### config.mk
export PLATFORM = sky130hd
export DESIGN_NAME = phy_rx_status_tenbase_ctrl
export DESIGN_NICKNAME = d
export VERILOG_FILES = /design/src/rtl/phy_rx_status_tenbase_ctrl.v
export VERILOG_INCLUDE_DIRS = /design/src /design/src/rtl
export SDC_FILE = /design/constraint.sdc
export NUM_CORES = 1
export LEC_CHECK = 0
export ABC_AREA = 1
export BUFFER_PORTS_ARGS = -buffer_cell sky130_fd_sc_hd__buf_2
export CORE_MARGIN = 5
export CORE_UTILIZATION = 50
export CTS_CLUSTER_DIAMETER = 30
export DETAILED_ROUTE_END_ITERATION = 16
export PLACE_DENSITY = 0.69
export SETUP_SLACK_MARGIN = 0.1
export SYNTH_ARGS = -nofsm -noshare
export SYNTH_HDL_FRONTEND = slang
export SYNTH_SLANG_ARGS = --single-unit
### constraint.sdc
create_clock -name ref_clk -period 2.6 [get_ports ref_clk]
set_input_delay 0.13 -clock ref_clk [delete_from_list [all_inputs] [get_ports ref_clk]]
set_output_delay 0.13 -clock ref_clk [all_outputs]
set_load 0.005 [all_outputs]
### src/rtl/phy_rx_status_regs.vh
`ifndef PHY_RX_STATUS_REGS_VH
`define PHY_RX_STATUS_REGS_VH

// register addresses on the management bus
`define REG_DETAIL_STATUS    5'h11
`define REG_TENBASE_OPS      5'h12

// detailed status bit positions
`define DS_PROGRESS_LSB      11
`define DS_TX_SIGNAL_LOST    10
`define DS_PLL_LOCK_ERR      9
`define DS_FALSE_CARRIER     8
`define DS_INVALID_SYMBOL    7
`define DS_HALT_SYMBOL       6
`define DS_PREMATURE_END     5
`define DS_AN_COMPLETE       4
`define DS_NO_SIGNAL         3
`define DS_JABBER            2
`define DS_REMOTE_FAULT      1
`define DS_LINK_STATUS       0

// tenbase operations bit positions
`define TB_REMOTE_JABBER     15
`define TB_POLARITY_REV      14
`define TB_BUS_MODE_HI       13
`define TB_BUS_MODE_LO       12
`define TB_CROSSOVER_EN      11
`define TB_RX_FLOAT          10
`define TB_VENDOR_GATE       9
`define TB_TEST_MUX_SEL      8
`define TB_JABBER_INH        5
`define TB_RESERVED_ONE      4
`define TB_AUTO_POL_INH      3
`define TB_SQE_INH           2
`define TB_LINK_LOSS_INH     1
`define TB_SQUELCH_INH       0

// fixed read values and reset values
`define BUS_MODE_RMII        2'h2
`define RST_NO_SIGNAL        1'h1
`define RST_CTRL_BIT         1'h0

// management frame timing in mdc bit periods and op codes
`define MGMT_PREAMBLE_BITS   6'h20
`define MGMT_HDR_BITS        6'h0C
`define MGMT_DATA_BITS       6'h10
`define MGMT_OP_READ         2'h2
`define MGMT_OP_WRITE        2'h1

`endif

### src/rtl/phy_rx_status_tenbase_ctrl.v
`include "phy_rx_status_regs.vh"
`default_nettype none

// Summary of operation
// - bit 11 progress lsb, bit 4 negotiation done
// - latch signal loss, PLL error, false carrier
// - latch invalid, halt, premature end symbols
// - latch jabber, remote fault; link latches low
// - latch remote jabber and reversed polarity
// - float bit tri-states RMII receive outputs
// - gate bit zero allows vendor registers
// - test mux select, zero routes second mux
// - auto polarity inhibit stops polarity correction
// - jabber, SQE and squelch inhibit bits
// - link loss inhibit forces link pass
module phy_rx_status_tenbase_ctrl #(
	parameter [4:0] PHY_ADDR = 5'h01
) (
	// clock and reset
	input  wire        ref_clk,
	input  wire        rst,
	// management bus pins
	input  wire        mdc,
	input  wire        mdioIn,
	output reg         mdioOut,
	output reg         mdioOe,
	// straps caught after reset
	input  wire        strapCrossover,
	input  wire        strapRxFloat,
	input  wire        strapVendorGate,
	// status from the receive and negotiation logic
	input  wire [2:0]  anProgress,
	input  wire        anComplete,
	input  wire        txSignalLost,
	input  wire        pllLockErr,
	input  wire        falseCarrier,
	input  wire        invalidSymbol,
	input  wire        haltSymbol,
	input  wire        prematureEnd,
	input  wire        noSignal,
	input  wire        jabber,
	input  wire        remoteFault,
	input  wire        linkValid,
	input  wire        remoteJabber,
	input  wire        polarityReversed,
	// controls to the rest of the device
	output reg         crossoverAutoEnable,
	output reg         rxOutputFloat,
	output reg         rxOutputEnable,
	output reg         vendorRegGate,
	output reg         vendorAccessEn,
	output reg         testMuxSelect,
	output reg         polarityCorrectEn,
	output reg         jabberInhibit,
	output reg         sqeInhibit,
	output reg         squelchInhibit,
	output reg         linkForcePass
);

	// one-hot frame states
	localparam [4:0] ST_PRE  = 5'h01;
	localparam [4:0] ST_HDR  = 5'h02;
	localparam [4:0] ST_TA   = 5'h04;
	localparam [4:0] ST_RD   = 5'h08;
	localparam [4:0] ST_WR   = 5'h10;

	reg        mdcMeta;     // first stage, read by mdcSync only
	reg        mdcSync;     // synchronised mdc
	reg        mdcLast;     // previous synchronised mdc
	reg        mdioMeta;    // first stage, read by mdioSync only
	reg        mdioSync;    // synchronised data in
	reg        strapDone;   // straps captured
	reg [4:0]  state;       // frame state
	reg [5:0]  bitCnt;      // bits seen in current phase
	reg [11:0] hdr;         // op, phy address, register address
	reg [15:0] shiftReg;    // read data out or write data in
	reg        startBit;    // first start bit seen
	reg [2:0]  progMax;     // highest progress since last detail status read
	reg [9:0]  latchHigh;   // latched-high event flags
	reg        linkLatch;   // latched-low link flag

	wire        mdcRise = mdcSync & ~mdcLast;
	wire [1:0]  hdrOp   = hdr[11:10];
	wire [4:0]  hdrPhy  = hdr[9:5];
	wire [4:0]  hdrReg  = hdr[4:0];
	// live event vector, order matches latchHigh
	wire [9:0]  events  = {polarityReversed, remoteJabber, remoteFault, jabber,
	                       prematureEnd, haltSymbol, invalidSymbol, falseCarrier,
	                       pllLockErr, txSignalLost};
	wire [9:0]  flagNow = latchHigh | events;
	wire [2:0]  progNow = (anProgress > progMax) ? anProgress : progMax;

	// header decode used at several places
	function isReg;
		input [11:0] h;
		input [4:0]  r;
		begin
			isReg = (h[9:5] == PHY_ADDR) && (h[4:0] == r);
		end
	endfunction

	// detailed status word as read now
	reg [15:0] detailWord;
	always @*
	begin
		detailWord = 16'h0000;
		detailWord[`DS_PROGRESS_LSB]   = progNow[0];
		detailWord[`DS_AN_COMPLETE]    = anComplete;
		detailWord[`DS_TX_SIGNAL_LOST] = flagNow[0];
		detailWord[`DS_PLL_LOCK_ERR]   = flagNow[1];
		detailWord[`DS_FALSE_CARRIER]  = flagNow[2];
		detailWord[`DS_NO_SIGNAL]      = strapDone ? noSignal : `RST_NO_SIGNAL;
		detailWord[`DS_INVALID_SYMBOL] = flagNow[3];
		detailWord[`DS_HALT_SYMBOL]    = flagNow[4];
		detailWord[`DS_PREMATURE_END]  = flagNow[5];
		detailWord[`DS_JABBER]         = flagNow[6];
		detailWord[`DS_REMOTE_FAULT]   = flagNow[7];
		detailWord[`DS_LINK_STATUS]    = linkLatch & linkValid;
	end

	// tenbase operations word as read now
	reg [15:0] tenWord;
	always @*
	begin
		tenWord = 16'h0000;
		tenWord[`TB_REMOTE_JABBER] = flagNow[8];
		tenWord[`TB_POLARITY_REV]  = flagNow[9];
		tenWord[`TB_BUS_MODE_HI:`TB_BUS_MODE_LO] = `BUS_MODE_RMII;
		tenWord[`TB_CROSSOVER_EN]  = crossoverAutoEnable;
		tenWord[`TB_RX_FLOAT]      = rxOutputFloat;
		tenWord[`TB_VENDOR_GATE]   = vendorRegGate;
		tenWord[`TB_TEST_MUX_SEL]  = testMuxSelect;
		tenWord[`TB_JABBER_INH]    = jabberInhibit;
		tenWord[`TB_RESERVED_ONE]  = 1'h1;
		tenWord[`TB_AUTO_POL_INH]  = ~polarityCorrectEn;
		tenWord[`TB_SQE_INH]       = sqeInhibit;
		tenWord[`TB_LINK_LOSS_INH] = linkForcePass;
		tenWord[`TB_SQUELCH_INH]   = squelchInhibit;
	end

	// two-stage synchronisers for the bus pins
	always @(posedge ref_clk or posedge rst)
	begin
		if (rst)
		begin
			mdcMeta  <= 1'h0;
			mdcSync  <= 1'h0;
			mdcLast  <= 1'h0;
			mdioMeta <= 1'h1;
			mdioSync <= 1'h1;
		end
		else
		begin
			mdcMeta  <= mdc;
			mdcSync  <= mdcMeta;
			mdcLast  <= mdcSync;
			mdioMeta <= mdioIn;
			mdioSync <= mdioMeta;
		end
	end

	// read happens when the read header of a register completes
	wire hdrDone  = state[1] & mdcRise & (bitCnt == `MGMT_HDR_BITS - 6'h01);
	wire [11:0] fullHdr = {hdr[10:0], mdioSync};
	wire readNow  = hdrDone && (fullHdr[11:10] == `MGMT_OP_READ);
	wire rdDetail = readNow && isReg(fullHdr, `REG_DETAIL_STATUS);

	// latched status: events set, a read reloads from live state
	always @(posedge ref_clk or posedge rst)
	begin
		if (rst)
		begin
			latchHigh <= 10'h000;
			linkLatch <= 1'h0;
			progMax   <= 3'h0;
		end
		else if (rdDetail || (readNow && isReg(fullHdr, `REG_TENBASE_OPS)))
		begin
			// reload only the flags of the register read; set wins
			if (rdDetail)
			begin
				latchHigh[7:0] <= events[7:0];
				latchHigh[9:8] <= flagNow[9:8];
				linkLatch      <= 1'h1;
				progMax        <= anProgress;
			end
			else
			begin
				latchHigh[9:8] <= events[9:8];
				latchHigh[7:0] <= flagNow[7:0];
				linkLatch      <= linkLatch & linkValid;
				progMax        <= progNow;
			end
		end
		else
		begin
			latchHigh <= flagNow;
			linkLatch <= linkLatch & linkValid | ~strapDone;
			progMax   <= progNow;
		end
	end

	// management frame engine and control register
	always @(posedge ref_clk or posedge rst)
	begin
		if (rst)
		begin
			state               <= ST_PRE;
			bitCnt              <= 6'h00;
			hdr                 <= 12'h000;
			shiftReg            <= 16'h0000;
			startBit            <= 1'h0;
			mdioOut             <= 1'h0;
			mdioOe              <= 1'h0;
			strapDone           <= 1'h0;
			crossoverAutoEnable <= 1'h0;
			rxOutputFloat       <= 1'h0;
			rxOutputEnable      <= 1'h0;
			vendorRegGate       <= 1'h0;
			vendorAccessEn      <= 1'h0;
			testMuxSelect       <= `RST_CTRL_BIT;
			polarityCorrectEn   <= 1'h0;
			jabberInhibit       <= `RST_CTRL_BIT;
			sqeInhibit          <= `RST_CTRL_BIT;
			squelchInhibit      <= `RST_CTRL_BIT;
			linkForcePass       <= `RST_CTRL_BIT;
		end
		else
		begin
			// straps and derived outputs settle on the first edge after release
			if (!strapDone)
			begin
				strapDone           <= 1'h1;
				crossoverAutoEnable <= strapCrossover;
				rxOutputFloat       <= strapRxFloat;
				rxOutputEnable      <= ~strapRxFloat;
				vendorRegGate       <= strapVendorGate;
				vendorAccessEn      <= ~strapVendorGate;
				polarityCorrectEn   <= 1'h1;
			end
			if (mdcRise)
			begin
				case (state)
					// count ones, then look for the start pattern
					ST_PRE:
					begin
						mdioOe <= 1'h0;
						if (mdioSync)
						begin
							if (startBit)
							begin
								state    <= ST_HDR;
								bitCnt   <= 6'h00;
								startBit <= 1'h0;
							end
							else if (bitCnt != `MGMT_PREAMBLE_BITS)
								bitCnt <= bitCnt + 6'h01;
						end
						else
						begin
							startBit <= (bitCnt == `MGMT_PREAMBLE_BITS);
							bitCnt   <= 6'h00;
						end
					end
					// collect op, phy and register address
					ST_HDR:
					begin
						hdr    <= fullHdr;
						bitCnt <= bitCnt + 6'h01;
						if (bitCnt == `MGMT_HDR_BITS - 6'h01)
						begin
							bitCnt <= 6'h00;
							if (fullHdr[9:5] != PHY_ADDR)
								state <= ST_PRE;
							else
								state <= ST_TA;
							if (isReg(fullHdr, `REG_DETAIL_STATUS))
								shiftReg <= detailWord;
							else if (isReg(fullHdr, `REG_TENBASE_OPS))
								shiftReg <= tenWord;
							else
								shiftReg <= 16'h0000;
						end
					end
					// turnaround: drive zero on its second bit for reads
					ST_TA:
					begin
						if (hdrOp == `MGMT_OP_READ)
						begin
							mdioOe  <= 1'h1;
							mdioOut <= 1'h0;
							state   <= ST_RD;
						end
						else if (hdrOp == `MGMT_OP_WRITE)
						begin
							bitCnt <= bitCnt + 6'h01;
							if (bitCnt == 6'h01)
							begin
								bitCnt <= 6'h00;
								state  <= ST_WR;
							end
						end
						else
							state <= ST_PRE;
					end
					// shift read data out msb first
					ST_RD:
					begin
						bitCnt <= bitCnt + 6'h01;
						if (bitCnt == `MGMT_DATA_BITS)
						begin
							mdioOe <= 1'h0;
							bitCnt <= 6'h00;
							state  <= ST_PRE;
						end
						else
						begin
							mdioOut  <= shiftReg[15];
							shiftReg <= {shiftReg[14:0], 1'h0};
						end
					end
					// shift write data in, commit on the last bit
					ST_WR:
					begin
						shiftReg <= {shiftReg[14:0], mdioSync};
						bitCnt   <= bitCnt + 6'h01;
						if (bitCnt == `MGMT_DATA_BITS - 6'h01)
						begin
							bitCnt <= 6'h00;
							state  <= ST_PRE;
							if (hdrReg == `REG_TENBASE_OPS)
							begin
								crossoverAutoEnable <= shiftReg[`TB_CROSSOVER_EN - 1];
								rxOutputFloat       <= shiftReg[`TB_RX_FLOAT - 1];
								rxOutputEnable      <= ~shiftReg[`TB_RX_FLOAT - 1];
								vendorRegGate       <= shiftReg[`TB_VENDOR_GATE - 1];
								vendorAccessEn      <= ~shiftReg[`TB_VENDOR_GATE - 1];
								testMuxSelect       <= shiftReg[`TB_TEST_MUX_SEL - 1];
								jabberInhibit       <= shiftReg[`TB_JABBER_INH - 1];
								polarityCorrectEn   <= ~shiftReg[`TB_AUTO_POL_INH - 1];
								sqeInhibit          <= shiftReg[`TB_SQE_INH - 1];
								linkForcePass       <= shiftReg[`TB_LINK_LOSS_INH - 1];
								squelchInhibit      <= mdioSync;
							end
						end
					end
					default:
					begin
						state  <= ST_PRE;
						mdioOe <= 1'h0;
					end
				endcase
			end
		end
	end

endmodule // phy_rx_status_tenbase_ctrl

`default_nettype wire

Word level (Yosys, flattened, before mapping):

Cells that the tools add are included.

* register bits: 73
* output and inout port bits: 13
* logic and storage cells: 162

* add/subtract/negate cells: 1
* order comparisons: 1
* equality and inequality tests: 30
* muxes and demuxes: 70
* bitwise gates (word level): 15
* reductions and logical operators: 18

Operator list (number)
* $mux W16: 4
* $mux W6: 9
* $pmux W16 S3: 1
* $mux W5: 8
* $mux W1: 38
* $pmux W6 S5: 1
* $pmux W5 S5: 1
* $eq A5 B5 Y1 const B: 4
* $mux W10: 2
* $ne A2 B2 Y1 const B: 9
* $reduce_and A4 Y1: 4
* $eq A6 B4 Y1 const B: 2
* $mux W3: 4
* $eq A5 B1 Y1 const B: 2
* $or A10 B10 Y10: 1
* $not A1 Y1: 9
* $ne A4 B4 Y1 const B: 2
* $reduce_and A7 Y1: 1
* $add A6 B1 Y6 const B: 1
* $eq A6 B1 Y1 const B: 1
* $eq A6 B5 Y1 const B: 1
* $eq A6 B6 Y1 const B: 1
* $ne A6 B6 Y1 const B: 1
* $eq A5 B2 Y1 const B: 1
* other kinds (18): 27

Depth between registers and ports, before layout:

* word-level depth: 8
* mapped depth: 10
* depth with buffers taken out: 10

Worst setup path before layout:

No wires, ideal clock.

* path type: register to register
* start: register bitCnt[0]
* end: register shiftReg[6]
* library setup time: 0.074 ns
* data arrival time: 1.556 ns
* data required time: 2.526 ns
* path slack: 0.970 ns
* cell stages (with the launch flop): 11
* period minus slack after synthesis: 1.630 ns
* cell sequence: dfrtp_1 ha_1 nand2_1 inv_2 nand3_2 nand2_1 nand2_1 a21oi_4 buf_6 nand2_2 o21ai_2

* cells in the longest elaborated chain, start to end: 3
* elaborated cells between the ends (all ways): 5
* those cells by class: eq/ne (4); reduce/logical (1)

Ends and longest elaborated chain
* from (decl): line phy_rx_status_tenbase_ctrl.v:74 `reg [5:0] bitCnt;`
* from (signal assigned): line phy_rx_status_tenbase_ctrl.v:257 `bitCnt <= bitCnt + 6'h01;`
* from (signal assigned): line phy_rx_status_tenbase_ctrl.v:269 `bitCnt <= bitCnt + 6'h01;`
* from (signal assigned): line phy_rx_status_tenbase_ctrl.v:296 `bitCnt <= bitCnt + 6'h01;`
* $eq A6 B5 Y1 (no source line) / $eq A6 B4 Y1 (equally long branches)
* $ne A2 B2 Y1 (no source line)
* $reduce_and A4 Y1 (no source line) (*)
* to (signal assigned): line phy_rx_status_tenbase_ctrl.v:278 `shiftReg <= detailWord;`
* to (signal assigned): line phy_rx_status_tenbase_ctrl.v:280 `shiftReg <= tenWord;`
* to (signal assigned): line phy_rx_status_tenbase_ctrl.v:319 `shiftReg <= {shiftReg[14:0], 1'h0};`
* to (decl): line phy_rx_status_tenbase_ctrl.v:76 `reg [15:0] shiftReg;`

Every way passes the cells marked *; elsewhere a longest branch is shown, timed or not.
A chain may end at the register's enable or synchronous reset.

Final worst setup path:

* start: register bitCnt[0]
* end: register shiftReg[12]

Same word-level chain as after synthesis.

==> metrics.csv <==
stage,metric,value,unit
route,totalWireLength,9820,um
route,vias,3643,
global_routing,grt_pass1_vias,3528,
global_routing,grt_first_pass_wirelength,17200,um
sta,finalHoldViolations,0,
clock_tree,numCtsBuffers,9,
synth,synth_top_cell_by_area,dfrtp_1,
synth,netlist_area,0.00412,mm2
pwr,power.density,802,mW/mm2
pwr,internal_power,2.45,mW
layout,antenna_cells,0,
sta,finalSetupTns,0,ps
clock_tree,cts_resized,0,
synth,synth_seq_cells,73,
die,design.core.area,0.00813,mm2
run,drv_cap,0,
critical_path,critPathRequiredTime,2870,ps
critical_path,cp_max_fo,18,
sta,max_freq,0.485,GHz
route,remaining_drc_errors,0,
clock_tree,clk_pin_slew,80,ps
sta,max-slew-margin-rel,64.3,%
global_routing,grt_max_degree,25,
clock_tree,post-cts-setup-buffer-count,0,
sta,finalSetupViolCount,0,
synth,yosys_warnings,0,
clock_tree,cts_root_buf,clkbuf_8,
clock_tree,clock_latency,350,ps
critical_path,crit_type,reg2reg,
pwr,clkPwrFrac,29.5,%
layout,drive_gt1_share,18.5,%
clock_tree,clock_path_buffers,2,
layout,layout.nets,622,
sta,worst_pin_slew,534,ps
synth,yosysTopAreaCellShare,42.5,%
layout,layout_common_cells,"nand2_1 (143), dfrtp_1 (70), nand3_1 (69)",
clock_tree,cts.hold.buffers_added,8,
min_path,hp-class,in2reg,
route,via_per_inst,5.20,
global_routing,gr-total-overflow,0,
clock_tree,cts_tree,yes,
critical_path,r2r_slack,540,ps
route,avgRoutedWirePerCell,14.0,um
route,ant_nets,0,
place,dp_hpwl,7250,um
pwr,power.leakage,2.33,nW
critical_path,start_kind,register,
pwr,switching_share,35.4,%
synth,synthTopCellsByArea,"dfrtp_1 (42%), nand2_1 (13%), nand3_1 (8.4%)",
outcome,status,completed,
clock_tree,cts_max_level,3,
synth,ys_types,38,
global_routing,antenna_found_initial,0,
die,row_count,33,
layout,area_growth,14.9,%
pwr,pwr-share-seq,42.3,%
clock_tree,clock_sinks,73,
sta,rsz0062_at_grt,false,
place,routabilityCongestion,0.972,
route,first_pass_iters,5,
sta,drv_slew,0,
sta,skew,8.96,ps
pwr,switchingPower,1.35,mW
global_routing,grt_use_total,21.3,%
die,dieArea,0.0102,mm2
synth,syn_area_per_cell,7.61,um2
pwr,peakVddDrop,381,uV
die,initial_core_util,50.7,%
layout,final_common_cell,nand2_1,
critical_path,crit_path_end_kind,register,
die,dieHeight,101,um
synth,synthesis.nets,574,
sta,post-route-min-period,2060,ps
critical_path,arrival,2340,ps
synth,seq_area_frac_synth,44.4,%
sta,final.period_utilization,79.4,%
pwr,p_comb_share,28.2,%
place,port_buffers,35,
pwr,total_power,3.80,mW
die,fp.dieW,101,um
die,ioPinCount,36,
synth,synthCells,542,
route,drt_iter0_markers,169,
==> metrics by stage <==
step                      utilization [%]  hold slack (ps)  std cells  instance area [um2]  setup WS (ps)
after floorplan                         -              134        542                 4120            622
after detailed placement             54.1              188        676                 4400            561
after global placement               54.1              187        676                 4400            620
after global routing                 58.3             7.59        700                 4740            267
after CTS                            58.3             2.76        700                 4740            537
final                                58.3             13.0        700                 4740            537
==> cells in the mapped netlist (all sizes together) <==
library cell and count:
a21o 1, a21oi 12, a22oi 1, buf 13, clkbuf 1, clkinv 1
conb 1, dfrtp 70, dfstp 3, ha 9, inv 63, mux2 1
nand2 150, nand3 76, nand3b 1, nand4 7, nor2 65, nor3 6
nor3b 1, o211ai 1, o21ai 48, o21bai 2, o22ai 2, or2 6
xor2 1
==> cell families after synthesis <==
kind of cell | after synthesis | share of synthesized area (%)
compound gates | 67 | 9.35
xor+xnor | 1 | 0.212
fa+ha+maj | 9 | 2.73
buf+inv | 78 | 7.89
flops | 73 | 44.4
mux | 1 | 0.273
other cells | 1 | 0.0910
simple gates | 312 | 35.1
==> worst paths after layout <==
path / end / startpoint / cells after the start
worst min-delay path: progMax[1]$_DFF_PP0_ / anProgress[1] / 3
worst max-delay path: shiftReg[12]$_DFFE_PP0P_ / bitCnt[0]$_DFFE_PP0P_ / 10
worst min register to register: mdcSync$_DFF_PP0_ / mdcMeta$_DFF_PP0_ / 0
min in group asynchronous: progMax[1]$_DFF_PP0_ / rst / 3
max in group asynchronous: polarityCorrectEn$_DFF_PP0_ / rst / 4
worst max register to register: shiftReg[12]$_DFFE_PP0P_ / bitCnt[0]$_DFFE_PP0P_ / 10
==> registers in the layout (all words and copies together), names as in the netlist, 3 cells and up <==
name,flops
bitCnt,6
hdr,12
latchHigh,10
progMax,3
shiftReg,16
state,5
==> layout make-up <==
| type | instances | area, um2 |
|---|---|---|
| clock buffers | 12 | 155 |
| clock inverters | 4 | 98.8 |
| repair buffers | 51 | 315 |
| multi-input cells | 391 | 1970 |
| flip-flops and latches | 73 | 1830 |
| fillers | 781 | 3400 |
| inverters | 64 | 240 |
| well taps | 105 | 131 |
==> routing by layer <==
| layer | track usage (%) | part of all wire (%) | up-vias | wire (um) |
|---|---|---|---|---|
| met2 | 36.1 | 51 | 88 | 4970 |
| met5 | 0 | 0 | - | 0 |
| met4 | 6.84 | 1.6 | 0 | 158 |
| li1 | - | - | 1837 | - |
| met1 | 28.2 | 43 | 1707 | 4210 |
| met3 | 2.77 | 4.8 | 11 | 474 |
==> critical path, stage by stage (launching register included) <==
cell and delay, ps:
dfrtp_1 460, ha_1 280, nand2_1 90, inv_2 70, nand3_2 120, nand2_1 140, nand2_1 90, a21oi_4 250
buf_4 310, nand3_1 100, o21ai_1 80
==> power by group through the flow <==
stage / combinational [mW] / sequential (mW) / clock, mW
after CTS: 1.08 / 1.61 / 1.15
final: 1.07 / 1.61 / 1.12
after detailed placement: 1.06 / 1.63 / 0
after floorplan: 0.849 / 1.55 / 0
after global placement: 1.02 / 1.62 / 0
after global routing: 1.24 / 1.64 / 1.20
No activity file was read; power rests on OpenSTA's default activity.
